===== src/logic/ddid_params.svh =====
`ifndef DDID_PARAMS_SVH
`define DDID_PARAMS_SVH
`define DDID_NUM_DED      6
`define DDID_NUM_ALL      8
`define DDID_CLK_HZ       50000000
`define DDID_TICK_US      1000
`define DDID_TICK_CYC     ((`DDID_CLK_HZ / 1000000) * `DDID_TICK_US)
`define DDID_TICK_W       16
`define DDID_DEB_W        8
`define DDID_FUNC_W       7
`define DDID_FUNC_RST     7'h00
`define DDID_POL_RST      1'b0
`define DDID_DEB_RST      8'h03
`define DDID_F_OFF        7'h00
`define DDID_F_RUN        7'h01
`define DDID_F_RUN_REV    7'h02
`define DDID_F_COAST      7'h03
`define DDID_F_QUICK      7'h04
`define DDID_F_FAULT_ACK  7'h09
`define DDID_F_JOG_R      7'h0a
`define DDID_F_JOG_L      7'h0b
`define DDID_F_REVERSE    7'h0c
`define DDID_F_MOP_UP     7'h0d
`define DDID_F_MOP_DN     7'h0e
`define DDID_F_FIX_DIR    7'h0f
`define DDID_F_FIX_DIR_ON 7'h10
`define DDID_F_FIX_BIN_ON 7'h11
`define DDID_F_DC_BRAKE   7'h19
`define DDID_F_EXT_TRIP   7'h1d
`define DDID_F_NO_ADD_SP  7'h21
`define DDID_F_FREE_IC    7'h63
`endif


===== src/logic/ddid_pkg.sv =====
`include "ddid_params.svh"
package ddid_pkg;
  typedef struct packed {
    logic run;
    logic run_rev;
    logic ramp_stop_n;
    logic coast_stop_n;
    logic quick_stop_n;
    logic fault_ack;
    logic jog_right;
    logic jog_left;
    logic reverse;
    logic mop_up;
    logic mop_down;
    logic fix_direct;
    logic fix_direct_run;
    logic fix_binary_run;
    logic dc_brake;
    logic ext_trip_n;
    logic add_sp_disable;
  } ddid_cmd_t;

  typedef struct packed {
    logic [`DDID_TICK_W-1:0]                    tick_cnt;
    logic [`DDID_NUM_ALL-1:0]                   filt;
    logic [`DDID_NUM_ALL-1:0][`DDID_DEB_W-1:0]  deb_cnt;
    logic [`DDID_NUM_ALL-1:0]                   status;
    ddid_cmd_t                                  cmd;
    logic [`DDID_NUM_ALL-1:0]                   free_ic;
    logic [`DDID_NUM_ALL-1:0]                   free_bits;
    logic [`DDID_NUM_ALL-1:0][3:0]              fix_sel;
  } ddid_state_t;
endpackage : ddid_pkg


===== src/logic/ddid_decoder.sv =====
`timescale 1ns/1ps
// Functional notes
// - six dedicated inputs plus two analog inputs usable as digital give eight.
// - a polarity select makes inputs active high or active low before decode.
// - each input is debounced with a configurable time against switch noise.
// - codes 0,1,2,3,4,9 are off, run, run reversed, coast, quick stop, fault ack.
// - codes 10,11 jog right/left, 12 reverse, 13/14 motor pot up/down.
// - codes 15,16,17 are fixed setpoint direct, direct with run, binary with run.
// - code 25 enables dc braking, 29 is external trip, 33 drops added setpoint.
// - code 99 hands the input to free signal interconnection.
// - a status word shows one bit per input, all eight, after conditioning.
`include "ddid_params.svh"
module ddid_decoder (
  input  wire logic                                   clk_i,
  input  wire logic                                   arst_n_i,
  input  wire logic [`DDID_NUM_DED-1:0]               din_i,
  input  wire logic [1:0]                             ain_digital_i,
  input  wire logic [1:0]                             ain_as_din_en_i,
  input  wire logic                                   input_polarity_select_i,
  input  wire logic [`DDID_DEB_W-1:0]                 input_debounce_time_i,
  input  wire logic                                   func_wr_i,
  input  wire logic [2:0]                             func_wr_idx_i,
  input  wire logic [`DDID_FUNC_W-1:0]                func_wr_data_i,
  output logic [`DDID_NUM_ALL-1:0]                    input_status_word_o,
  output ddid_pkg::ddid_cmd_t                         cmd_o,
  output logic [`DDID_NUM_ALL-1:0]                    free_ic_en_o,
  output logic [`DDID_NUM_ALL-1:0]                    free_ic_bits_o,
  output logic [3:0]                                  fix_sel_o
);

  //////////////////////////////////////////////////////////////////////////////
  // function code table, kept in flops from reset
  logic [`DDID_NUM_ALL-1:0][`DDID_FUNC_W-1:0] func_reg;

  always_ff @(posedge clk_i or negedge arst_n_i) begin
    if (!arst_n_i) begin
      for (int i = 0; i < `DDID_NUM_ALL; i++) begin
        func_reg[i] <= `DDID_FUNC_RST;
      end
    end else if (func_wr_i) begin
      func_reg[func_wr_idx_i] <= func_wr_data_i;
    end
  end

  //////////////////////////////////////////////////////////////////////////////
  // raw input assembly and polarity
  logic [`DDID_NUM_ALL-1:0] raw_in;
  always_comb begin
    raw_in = {ain_digital_i & ain_as_din_en_i, din_i};
    if (input_polarity_select_i) begin
      raw_in = ~raw_in;
    end
    raw_in[`DDID_NUM_ALL-1:`DDID_NUM_DED] =
      raw_in[`DDID_NUM_ALL-1:`DDID_NUM_DED] & ain_as_din_en_i;
  end

  function automatic logic is_code(input logic [`DDID_FUNC_W-1:0] f,
                                   input logic [`DDID_FUNC_W-1:0] c);
    is_code = (f == c);
  endfunction : is_code

  //////////////////////////////////////////////////////////////////////////////
  // state
  ddid_pkg::ddid_state_t st_reg;
  ddid_pkg::ddid_state_t st_next;

  always_comb begin
    logic tick;
    logic [3:0] fsel;
    ddid_pkg::ddid_cmd_t c;
    tick = 1'b0;
    fsel = 4'h0;
    c = '0;
    st_next = st_reg;
    if (st_reg.tick_cnt == `DDID_TICK_W'(`DDID_TICK_CYC - 1)) begin
      st_next.tick_cnt = '0;
      tick = 1'b1;
    end else begin
      st_next.tick_cnt = st_reg.tick_cnt + `DDID_TICK_W'(1);
    end
    for (int i = 0; i < `DDID_NUM_ALL; i++) begin
      if (raw_in[i] == st_reg.filt[i]) begin
        st_next.deb_cnt[i] = '0;
      end else if (tick) begin
        if (st_reg.deb_cnt[i] >= input_debounce_time_i) begin
          st_next.filt[i] = raw_in[i];
          st_next.deb_cnt[i] = '0;
        end else begin
          st_next.deb_cnt[i] = st_reg.deb_cnt[i] + `DDID_DEB_W'(1);
        end
      end
    end
    st_next.status = st_reg.filt;
    c.ramp_stop_n = 1'b1;
    c.coast_stop_n = 1'b1;
    c.quick_stop_n = 1'b1;
    c.ext_trip_n = 1'b1;
    for (int i = 0; i < `DDID_NUM_ALL; i++) begin
      logic a;
      logic [`DDID_FUNC_W-1:0] f;
      a = st_reg.filt[i];
      f = func_reg[i];
      st_next.free_ic[i] = is_code(f, `DDID_F_FREE_IC);
      st_next.free_bits[i] = a & is_code(f, `DDID_F_FREE_IC);
      unique case (f)
        `DDID_F_OFF: begin
        end
        `DDID_F_RUN: begin
          if (a) begin
            c.run = 1'b1;
          end else begin
            c.ramp_stop_n = 1'b0;
          end
        end
        `DDID_F_RUN_REV: begin
          if (a) begin
            c.run_rev = 1'b1;
          end else begin
            c.ramp_stop_n = 1'b0;
          end
        end
        `DDID_F_COAST: begin
          if (!a) begin
            c.coast_stop_n = 1'b0;
          end
        end
        `DDID_F_QUICK: begin
          if (!a) begin
            c.quick_stop_n = 1'b0;
          end
        end
        `DDID_F_FAULT_ACK: begin
          if (a) begin
            c.fault_ack = 1'b1;
          end
        end
        `DDID_F_JOG_R: begin
          if (a) begin
            c.jog_right = 1'b1;
          end
        end
        `DDID_F_JOG_L: begin
          if (a) begin
            c.jog_left = 1'b1;
          end
        end
        `DDID_F_REVERSE: begin
          if (a) begin
            c.reverse = 1'b1;
          end
        end
        `DDID_F_MOP_UP: begin
          if (a) begin
            c.mop_up = 1'b1;
          end
        end
        `DDID_F_MOP_DN: begin
          if (a) begin
            c.mop_down = 1'b1;
          end
        end
        `DDID_F_FIX_DIR: begin
          if (a) begin
            c.fix_direct = 1'b1;
            fsel = fsel | 4'(i + 1);
          end
        end
        `DDID_F_FIX_DIR_ON: begin
          if (a) begin
            c.fix_direct_run = 1'b1;
            fsel = fsel | 4'(i + 1);
          end
        end
        `DDID_F_FIX_BIN_ON: begin
          if (a) begin
            c.fix_binary_run = 1'b1;
            fsel = fsel | 4'(i + 1);
          end
        end
        `DDID_F_DC_BRAKE: begin
          if (a) begin
            c.dc_brake = 1'b1;
          end
        end
        `DDID_F_EXT_TRIP: begin
          if (!a) begin
            c.ext_trip_n = 1'b0;
          end
        end
        `DDID_F_NO_ADD_SP: begin
          if (a) begin
            c.add_sp_disable = 1'b1;
          end
        end
        default: begin
          // unknown codes and free interconnection drive no command
        end
      endcase
      st_next.fix_sel[i] = '0;
    end
    st_next.fix_sel[0] = fsel;
    st_next.cmd = c;
  end

  always_ff @(posedge clk_i or negedge arst_n_i) begin
    if (!arst_n_i) begin
      st_reg <= '0;
      st_reg.cmd.ramp_stop_n <= 1'b1;
      st_reg.cmd.coast_stop_n <= 1'b1;
      st_reg.cmd.quick_stop_n <= 1'b1;
      st_reg.cmd.ext_trip_n <= 1'b1;
    end else begin
      st_reg <= st_next;
    end
  end

  //////////////////////////////////////////////////////////////////////////////
  // outputs straight from flops
  assign input_status_word_o = st_reg.status;
  assign cmd_o               = st_reg.cmd;
  assign free_ic_en_o        = st_reg.free_ic;
  assign free_ic_bits_o      = st_reg.free_bits;
  assign fix_sel_o           = st_reg.fix_sel[0];

endmodule : ddid_decoder


===== config.mk =====
export PLATFORM = sky130hd
export DESIGN_NAME = ddid_decoder
export DESIGN_NICKNAME = d
export VERILOG_FILES = /design/src/logic/ddid_pkg.sv /design/src/logic/ddid_decoder.sv
export VERILOG_INCLUDE_DIRS = /design/src /design/src/logic
export SDC_FILE = /design/constraint.sdc
export NUM_CORES = 1
export LEC_CHECK = 0
export ABC_AREA = 1
export BUFFER_PORTS_ARGS = -buffer_cell sky130_fd_sc_hd__buf_2
export CORE_MARGIN = 2
export CORE_UTILIZATION = 51
export CTS_CLUSTER_DIAMETER = 120
export DETAILED_ROUTE_END_ITERATION = 7
export GPL_TIMING_DRIVEN = 0
export PLACE_DENSITY_LB_ADDON = 0.2
export SLEW_MARGIN = 40
export SYNTH_ARGS = -nofsm -noshare
export SYNTH_HDL_FRONTEND = slang
export SYNTH_SLANG_ARGS = --single-unit

===== constraint.sdc =====
create_clock -name clk_i -period 2.6 [get_ports clk_i]
set_clock_uncertainty 0.05 [all_clocks]
set_input_delay 0.13 -clock clk_i [delete_from_list [all_inputs] [get_ports clk_i]]
set_output_delay 0.13 -clock clk_i [all_outputs]
set_load 0.05 [all_outputs]

# Yosys cells after proc, flatten, opt, wreduce, memory -nomap -nowiden
# Cells that the tools add are included.
totals:
  ff_bits: 189
  latchBits: 0
  ramBits: 0
  romBits: 0
  in_bits: 32
  out_inout_bits: 45
  elab_cells: 564
  n_memories: 0
op_classes:
  addsub: 9
  multipliers: 0
  div: 0
  magnitude_cmp: 10
  n_eq_ne: 145
  n_shift: 0
  mux: 302
  bitwise: 19
  reduce_logical: 33
ops:
  columns: ["operator", "n"]
  rows:
  - ["7-bit by 4-bit == test with 1-bit output, second input constant", 56]
  - ["1-bit 2-to-1 mux", 259]
  - ["7-bit by 5-bit == test with 1-bit output, second input constant", 32]
  - ["8-bit 2-to-1 mux", 25]
  - ["7-bit by 2-bit == test with 1-bit output, second input constant", 16]
  - ["8-bit by 1-bit adder with 8-bit output, second input constant", 8]
  - ["8-bit >= comparator", 8]
  - ["56-bit bitwise mux", 1]
  - ["7-bit by 1-bit == test with 1-bit output, second input constant", 8]
  - ["7-bit by 3-bit == test with 1-bit output, second input constant", 8]
  - ["7-bit by 6-bit == test with 1-bit output, second input constant", 8]
  - ["7-bit == test, second input constant", 8]
  - ["3-bit 2-to-1 mux", 8]
  - ["3-bit AND reduction", 8]
  - ["3-bit OR reduction", 8]
  - ["7-bit demux with 3-bit select", 1]
  - ["16-bit by 1-bit adder with 16-bit output, second input constant", 1]
  - ["16-bit == test, second input constant", 1]
  - ["16-bit 2-to-1 mux", 1]
  - ["2-bit nonzero test", 8]
  - ["2-bit OR reduction", 8]
  - ["1-bit bitwise AND", 8]
  - ["1-bit == test", 8]
  - ["2-bit 2-to-1 mux", 4]
  - ["8 further kinds", 17]

# Longest topological paths before layout
# Gate-level depths: netlist of run 1.
depth:
  ltp_word: 17
  depth_mapped: 12
  depth_no_buf: 12

# Least setup slack after synthesis of run 1
# No wires, ideal clock.
synth_path:
  kind: "register to register"
  from: "register st_reg[145] (netlist bit)"
  to: "register st_reg[82] (netlist bit)"
  setup_time_ns: 0.077
  arrival_ns: 1.412
  t_required_ns: 2.473
  slack_ns: 1.061
  stages_incl_launch_ff: 9
  n_path_buf: 1
  synth_period_minus_slack_ns: 1.539
  path_cell_list: "dfrtp_1 -> ha_1 -> nand3_2 -> inv_1 -> nand3_2 -> nor2_8 -> buf_12 -> nand4_4 -> o21ai_1"
synth_between:
  elab_chain_cells: 3
synth_lines:
  columns: ["item", "line_no", "text"]
  rows:
  - ["start: declaration", "ddid_decoder.sv:64", "ddid_pkg::ddid_state_t st_reg;"]
  - ["start signal: assignment", "ddid_decoder.sv:213", "st_reg <= st_next;"]
  - ["16-bit == test", "ddid_decoder.sv:75", "if (st_reg.tick_cnt == `DDID_TICK_W'(`DDID_TICK_CYC - 1)) begin"]
  - ["1-bit 2-to-1 mux", "ddid_decoder.sv:75", null]
  - ["2-bit nonzero test (no source line)", null, null]
# Every way passes these cells.
# A chain may end at the register's enable or synchronous reset.

==> metrics.cfg, run 1 <==
[timing]
final-max-slew-violation-count = 0
grt_setup_unrepaired = false
setup_tns_ns = 0
max_slew_margin = 0.475
hold_violations = 0
fmax_mhz = 466
fin_hold_ws_ns = 0.00649
final_cycle_share = 0.825
period_needed_ns = 2.15
setup-violations-final = 0
max_slew.worst_pin.slew_ns = 0.781

[clock_network]
cts_sinks = 189
clk_root_buffer_cell = sky130_fd_sc_hd__clkbuf_16
cts-buffers-inserted = 17
cts-root-to-sink-buffers = 2
clock_tree_from_tritoncts = built
cts_htree_levels = 4
worst_skew_pair.late_latency_ns = 0.45
clkTransAtPathRegs_ns = 0.07

[power_and_ir_drop]
fin_total_pwr_w = 0.00737
vdd_drop_max_mv = 0.375
power_leakage_nw = 7.63
powerDensity_nw_per_um2 = 531

[place]
place.gp.congestion = 0.975
half_perimeter_wire_length_of_the_detailed_placement_result_mm = 26.3
placed_cells = 2105
numPortBuffers = 75

[critical_path]
crit_fanout = 10
crit_path_cells = clkinv_1, nor3_1, nand2_1, nand2_1, nor3_1, nand2_1
crit_path_start_kind = flop
max_stage_delay_on_crit_path_ns = 0.55
critPathKind = reg2reg
cp-end-kind = flop
critPathSlowestCell = sky130_fd_sc_hd__dfrtp_1
crit_required_ns = 2.90
critPathMostFrequentCell = sky130_fd_sc_hd__nand2_1
cp.arrival_ns = 2.45

[layout]
largest_reg_flops = 80
seqCellArea_sq_um = 4730
nNetsFinal = 1919
multiInputGateArea_sq_um = 6180
antenna-diode-count = 0
num-fill-cells = 2215
area_growth_pct = 12.4
non_filler_instance_count_after_layout = 2146
fraction_of_final_layout_cells_sized_beyond_drive_strength_1 = 0.0991

[floorplanning]
core-area_sq_um = 23600
std_cell_rows = 56
initial_core_util = 0.522
dieHeight_um = 160
chipWidth_um = 160
ioPinCount = 77
fp.dieArea_sq_um = 25400

[detailed_routing]
drcViolationCount = 0
avgRoutedWirePerCell_um = 16.2
first_pass_iters = 6
totalWireLength_mm = 34.8
detailroute.via_count = 11400
via_per_inst = 5.29
initialDrtViolationCount = 1159
route.antenna.remaining_nets = 0

[synthesis]
synth_largest_type_area_fraction = 0.375
synth_top_flop_cell = sky130_fd_sc_hd__dfrtp_1
post_synth_instance_area_sq_um = 12300
sequential_to_total_area_share_from_yosys_stat = 0.384
synth_largest_area_cell = sky130_fd_sc_hd__dfrtp_1
ys_seq_elements = 189
synth-warning-count = 0
synthArstFlopShare = 1.00
cell_count_after_synthesis = 1709
synth.distinct_cells = 43
synth.top_cells.by_area = sky130_fd_sc_hd__dfrtp_1, sky130_fd_sc_hd__nand2_1, sky130_fd_sc_hd__inv_1, sky130_fd_sc_hd__ha_1, sky130_fd_sc_hd__nor2_1
synth_enable_flop_cells = 0
syn_area_per_cell_sq_um = 7.22
syn_nets = 1814

[global_routing]
grt.overflow.total = 0
overall_routing_resource_usage = 0.277
pin_count_of_the_biggest_net_entering_global_routing = 69
grt_first_pass_wirelength_mm = 55.4
grt_antenna_before_repair = 0
grt_pass1_vias = 10400

[run_status]
result_of_the_run = completed

[flow_run]
max-cap-violations = 0

[hold_path]
worst_hold_path_type = in2reg

## power by group
group / leakage [nW] / total [W] / internal [W] / switching (W)
logic: 4.80 / 0.00128 / 0.000346 / 0.000935
registers: 2.53 / 0.00333 / 0.00314 / 0.000186
clock network: 0.292 / 0.00276 / 0.00155 / 0.00121
total: 7.63 / 0.00737 / 0.00504 / 0.00233
## routing by layer
metal | global-route usage | share of wire | vias up
met5 | 0 | 0 | -
met1 | 0.414 | 0.48 | 5276
li1 | - | - | 5671
met3 | 0.0599 | 0.078 | 40
met2 | 0.412 | 0.43 | 376
met4 | 0.0628 | 0.016 | 0
## synth_stat cells (3+ instances only)
cell / n
sky130_fd_sc_hd__nor3b_1: 8
sky130_fd_sc_hd__inv_1: 258
sky130_fd_sc_hd__o21ai_1: 4
sky130_fd_sc_hd__xor2_1: 38
sky130_fd_sc_hd__nand2_2: 3
sky130_fd_sc_hd__buf_2: 4
sky130_fd_sc_hd__dfstp_2: 4
sky130_fd_sc_hd__nand4_1: 73
sky130_fd_sc_hd__clkbuf_1: 9
sky130_fd_sc_hd__dfrtp_1: 185
sky130_fd_sc_hd__nand2_1: 482
sky130_fd_sc_hd__nand3_1: 111
sky130_fd_sc_hd__buf_4: 46
sky130_fd_sc_hd__nor4_1: 12
sky130_fd_sc_hd__clkinv_1: 3
sky130_fd_sc_hd__o211ai_1: 3
sky130_fd_sc_hd__xnor2_1: 5
sky130_fd_sc_hd__nor2_1: 155
sky130_fd_sc_hd__ha_1: 73
sky130_fd_sc_hd__inv_2: 5
sky130_fd_sc_hd__o21ai_0: 100
sky130_fd_sc_hd__nand3b_1: 5
sky130_fd_sc_hd__o22ai_1: 5
sky130_fd_sc_hd__o21bai_1: 13
sky130_fd_sc_hd__a21oi_1: 37
sky130_fd_sc_hd__nor3_1: 46
## logic make-up (layout without fill, tap and decap cells)
group / after synthesis / in the layout / share of synthesized area
compound gates: 167 / 167 / 0.0725
simple gates: 911 / 911 / 0.324
xor+xnor: 43 / 43 / 0.0305
flops: 189 / 189 / 0.384
fa+ha+maj: 73 / 73 / 0.0741
buf+inv: 326 / 444 / 0.115
## per-stage QoR
stage	worst slack, ns	cell area [sq um]	util
final	0.454	13900	0.587
after floorplan	1.06	12300	-
after CTS	0.533	13900	0.587
after global routing	0.321	13900	0.587
after global placement	-1.76	13100	0.555
after detailed placement	0.547	13200	0.558
## area by class of cell
class | count | area share
multi-input cells | 1194 | 0.446
flip-flops and latches | 189 | 0.341
inverters | 266 | 0.0720
repair buffers | 86 | 0.0383
clock buffers | 20 | 0.0322
plain buffers | 60 | 0.0302
well taps | 319 | 0.0288
clock inverters | 12 | 0.0115
## path summary, 6_finish.rpt
| path | slack, ns | startpoint | end | cells after the start |
|---|---|---|---|---|
| min in group asynchronous | 0.13 | arst_n_i | st_reg[99]$_DFFE_PN0P_ | 2 |
| max in group asynchronous | 1.32 | arst_n_i | cmd_o[1]$_DFF_PN1_ | 4 |
| setup / recovery | 0.45 | st_next[67]$_DFFE_PN0P_ | cmd_o[7]$_DFF_PN0_ | 6 |
| hold reg to reg | 0.34 | st_next[72]$_DFFE_PN0P_ | input_status_word_o[7]$_DFF_PN0_ | 0 |
| hold / removal | 0.006 | din_i[3] | st_next[68]$_DFFE_PN0P_ | 4 |
| setup reg to reg | 0.45 | st_next[67]$_DFFE_PN0P_ | cmd_o[7]$_DFF_PN0_ | 6 |
## placed cells by master, fill, tap and decap left out, types with 4 or more instances in the layout
master | Yosys | routed
sky130_fd_sc_hd__nand2_1 | 482 | 482
sky130_fd_sc_hd__inv_1 | 258 | 258
sky130_fd_sc_hd__dfrtp_1 | 185 | 185
sky130_fd_sc_hd__nor2_1 | 155 | 155
sky130_fd_sc_hd__nand3_1 | 111 | 111
sky130_fd_sc_hd__o21ai_0 | 100 | 100
sky130_fd_sc_hd__buf_2 | 4 | 78
sky130_fd_sc_hd__nand4_1 | 73 | 73
sky130_fd_sc_hd__ha_1 | 73 | 73
sky130_fd_sc_hd__nor3_1 | 46 | 46
sky130_fd_sc_hd__buf_4 | 46 | 46
sky130_fd_sc_hd__xor2_1 | 38 | 38
sky130_fd_sc_hd__a21oi_1 | 37 | 37
sky130_fd_sc_hd__clkbuf_16 | 0 | 17
sky130_fd_sc_hd__o21bai_1 | 13 | 13
sky130_fd_sc_hd__nor4_1 | 12 | 12
sky130_fd_sc_hd__clkbuf_1 | 9 | 11
sky130_fd_sc_hd__dlygate4sd3_1 | 0 | 9
sky130_fd_sc_hd__nor3b_1 | 8 | 8
sky130_fd_sc_hd__inv_2 | 5 | 5
sky130_fd_sc_hd__xnor2_1 | 5 | 5
sky130_fd_sc_hd__o22ai_1 | 5 | 5
sky130_fd_sc_hd__nand3b_1 | 5 | 5
sky130_fd_sc_hd__o21ai_1 | 4 | 4
sky130_fd_sc_hd__inv_6 | 0 | 4
sky130_fd_sc_hd__dfstp_2 | 4 | 4
## timing repair
| item | 4_1_cts | 5_1_grt |
|---|---|---|
| buffers inserted | 0 | 0 |
| hold buffers | 9 | 0 |
| gates resized for setup | 0 | 0 |
| hold endpoints to repair | 70 | 0 |
## worst max-delay path, delay by kind of cell, from the launching register on
kind          cells  cell delay (ns)
flops             1             0.55
buf+inv           1             0.42
simple gates      5             1.04
Note: power is estimated with default switching activity, not from simulation.
==> run 2, diff against run 1 <==
- clock period: 2.6 -> 2 ns (I/O delays scaled with it)
==> run 2 against run 1 <==
- the flow now finishes with violations (setup timing)
- routed wire length up 0.93%
- worst setup slack got worse by 0.46 ns
- count of clock-buffer cells in the layout unchanged
- sequential power increased by 30%
- non-clock buffer count up 3
- hold slack improved by 0.019 ns
- first-iteration DRC count is 3.6% higher
- largest power group unchanged
==> metrics.cfg, run 2 (same netlist as run 1, synthesis figures left out) <==
[power_and_ir_drop]
power.combinational.fraction = 0.174  ; about the same
vdd_drop_max_mv = 0.486  ; +29%
powerDensity_nw_per_um2 = 688  ; +30%
netSwitchingFraction = 0.317  ; +0.000829
power.share.sequential = 0.450  ; about the same
power_leakage_nw = 7.64  ; +0.16%
internal_power_w = 0.00655  ; +30%
fin_total_pwr_w = 0.00960  ; +30%
p_switching_w = 0.00305  ; +31%
power.clock.fraction = 0.376  ; about the same

[hold_path]
holdCritStartpoint = ain_as_din_en_i[1]
timing.hold.worst_path_depth = 5  ; +1
worst_hold_path_type = in2reg
worst_hold_path.endpoint = st_next[72]$_DFFE_PN0P_

[clock_network]
cts_htree_levels = 4  ; unchanged
clkTransAtPathRegs_ns = 0.07  ; about the same
clk_root_buffer_cell = sky130_fd_sc_hd__clkbuf_16
clock_tree_from_tritoncts = built
cts-root-to-sink-buffers = 2  ; unchanged
cts-buffers-inserted = 17  ; unchanged
cts_sinks = 189  ; unchanged
worst_skew_pair.late_latency_ns = 0.45  ; about the same

[global_routing]
grt_first_pass_wirelength_mm = 55.5  ; +0.14%
pin_count_of_the_biggest_net_entering_global_routing = 69  ; unchanged
grt.overflow.total = 0  ; unchanged
grt_antenna_before_repair = 0  ; unchanged
overall_routing_resource_usage = 0.278  ; +0.000392
grt_pass1_vias = 10400  ; +0.37%

[layout]
antenna-diode-count = 0  ; unchanged
area_growth_pct = 13.1
fraction_of_final_layout_cells_sized_beyond_drive_strength_1 = 0.106  ; +0.00688
largest_reg_flops = 80  ; unchanged
non_filler_instance_count_after_layout = 2150  ; +0.19%
finish.utilization = 0.591  ; +0.00323
layout.cells.most_common_list = sky130_fd_sc_hd__nand2_1, sky130_fd_sc_hd__inv_1, sky130_fd_sc_hd__dfrtp_1, sky130_fd_sc_hd__nor2_1, sky130_fd_sc_hd__nand3_1
nNetsFinal = 1923  ; +0.21%
final_common_cell = sky130_fd_sc_hd__nand2_1

[timing]
max_slew_margin = 0.444  ; -0.0318
setup_tns_ns = -0.00756  ; -0.00756 ns
final_cycle_share = 1.00  ; +0.178
fmax_mhz = 498  ; +6.9%
hold_violations = 0  ; unchanged
final-max-slew-violation-count = 0  ; unchanged
final_worst_setup_slack_ns = -0.00756  ; -0.462 ns
setup-violations-final = 1  ; +1
grt_setup_unrepaired = false
max_slew.worst_pin.slew_ns = 0.828  ; +0.0473 ns
period_needed_ns = 2.01  ; -0.138 ns

[critical_path]
crit_fanout = 7  ; -3
r2r_endpoint = fix_sel_o[2]$_DFF_PN0_
critPathKind = reg2reg
crit_path_start_kind = flop
cp-end-kind = flop
rr_worst_depth = 6  ; unchanged
r2r_path_start = st_next[70]$_DFFE_PN0P_
crit_required_ns = 2.23  ; -0.67 ns
cp.arrival_ns = 2.23  ; -0.22 ns
timing.reg2reg.setup_slack_ns = -0.008  ; -0.46 ns

[place]
half_perimeter_wire_length_of_the_detailed_placement_result_mm = 26.3  ; unchanged
place.gp.congestion = 0.975  ; unchanged
numPortBuffers = 75  ; unchanged
placed_cells = 2105  ; unchanged

[detailed_routing]
route.layer.met1.wl_mm = 16.7  ; +0.11%
detailroute.wirelength.met3_mm = 2.92  ; +8.0%
via_per_inst = 5.35  ; +1.0%
initialDrtViolationCount = 1201  ; +3.6%
route.top_layer_used = met4
route.antenna.remaining_nets = 0  ; unchanged
detailroute.via_count = 11500  ; +1.2%
met2WireLength_mm = 14.9  ; +0.21%
drcViolationCount = 0  ; unchanged
totalWireLength_mm = 35.1  ; +0.93%
first_pass_iters = 6  ; unchanged
avgRoutedWirePerCell_um = 16.3  ; +0.74%

[floorplanning]
fp.dieArea_sq_um = 25400  ; unchanged
dieHeight_um = 160  ; unchanged
std_cell_rows = 56  ; unchanged
initial_core_util = 0.522  ; unchanged
chipWidth_um = 160  ; unchanged
core-area_sq_um = 23600  ; unchanged
ioPinCount = 77  ; unchanged

[run_status]
result_of_the_run = finished, violations left
violations = setup timing

[flow_run]
max-cap-violations = 0  ; unchanged

-- run 2: changes by cell type in the layout (fill, tap and decap cells not counted), sizes merged --
cell	change
dlygate4sd3	+3
nor2	+1
-- run 2: area by class of cell --
class / instances / area [sq um]
plain buffers: 60 / 420
fillers: 2204 / 9670
well taps: 319 / 399
clock inverters: 12 / 159
flip-flops and latches: 189 / 4740
multi-input cells: 1195 / 6220
inverters: 266 / 1000
clock buffers: 20 / 447
repair buffers: 89 / 561
-- run 2: power groups by stage --
stage	registers, W	clock network [W]	logic [W]
2_1_floorplan	0.00432	0	0.00113
3_3_place_gp	0.00438	0	0.00158
3_5_place_dp	0.00438	0	0.00162
4_1_cts	0.00431	0.00364	0.00164
5_1_grt	0.00436	0.00380	0.00189
6_report	0.00432	0.00360	0.00167
-- run 2: per-stage QoR --
step	instance area [sq um]	setup slack, ns	hold WS (ns)
2_1_floorplan	12300	0.461	-0.246
3_3_place_gp	13100	-2.33	0.282
3_5_place_dp	13200	-0.0534	0.00297
4_1_cts	13900	0.0425	0.0225
5_1_grt	13900	0.00923	0.0765
6_report	13900	-0.00756	0.0258
-- run 2: how the worst max path moves through the flow --
stage                     depth (start not counted)                    start                        to
after floorplan                                   8    st_reg[145]$_DFF_PN0_    st_reg[82]$_DFFE_PN0P_
after global placement                            1                 arst_n_i  func_reg[29]$_DFFE_PN0P_
after detailed placement                          6  st_next[67]$_DFFE_PN0P_        cmd_o[7]$_DFF_PN0_
after CTS                                         7  st_next[71]$_DFFE_PN0P_   st_reg[127]$_DFFE_PN0P_
after global routing                              8    st_reg[149]$_DFF_PN0_    st_reg[99]$_DFFE_PN0P_
final                                             6  st_next[70]$_DFFE_PN0P_    fix_sel_o[2]$_DFF_PN0_
-- run 2: timing repair --
item	CTS	global route
endpoints found under the setup margin	11	39
hold endpoints to repair	129	0
gates resized for setup	2	15
cloned	0	1
buffers inserted	0	0
pin swaps	0	5
hold buffers	12	0
-- run 2: per-layer routing --
layer / vias up / global-route usage
li1: 5685 / -
met1: 5338 / 0.413
met2: 429 / 0.414
met3: 47 / 0.0597
met4: 0 / 0.0628
met5: - / 0
-- run 2: worst max-delay path, stage by stage, from the launching register on --
cell and delay, ns:
sky130_fd_sc_hd__dfrtp_1 0.50, sky130_fd_sc_hd__inv_1 0.29, sky130_fd_sc_hd__nor2_1 0.14, sky130_fd_sc_hd__nand2_1 0.13
sky130_fd_sc_hd__nor2_1 0.07, sky130_fd_sc_hd__nor3_1 0.43, sky130_fd_sc_hd__nand3_1 0.22
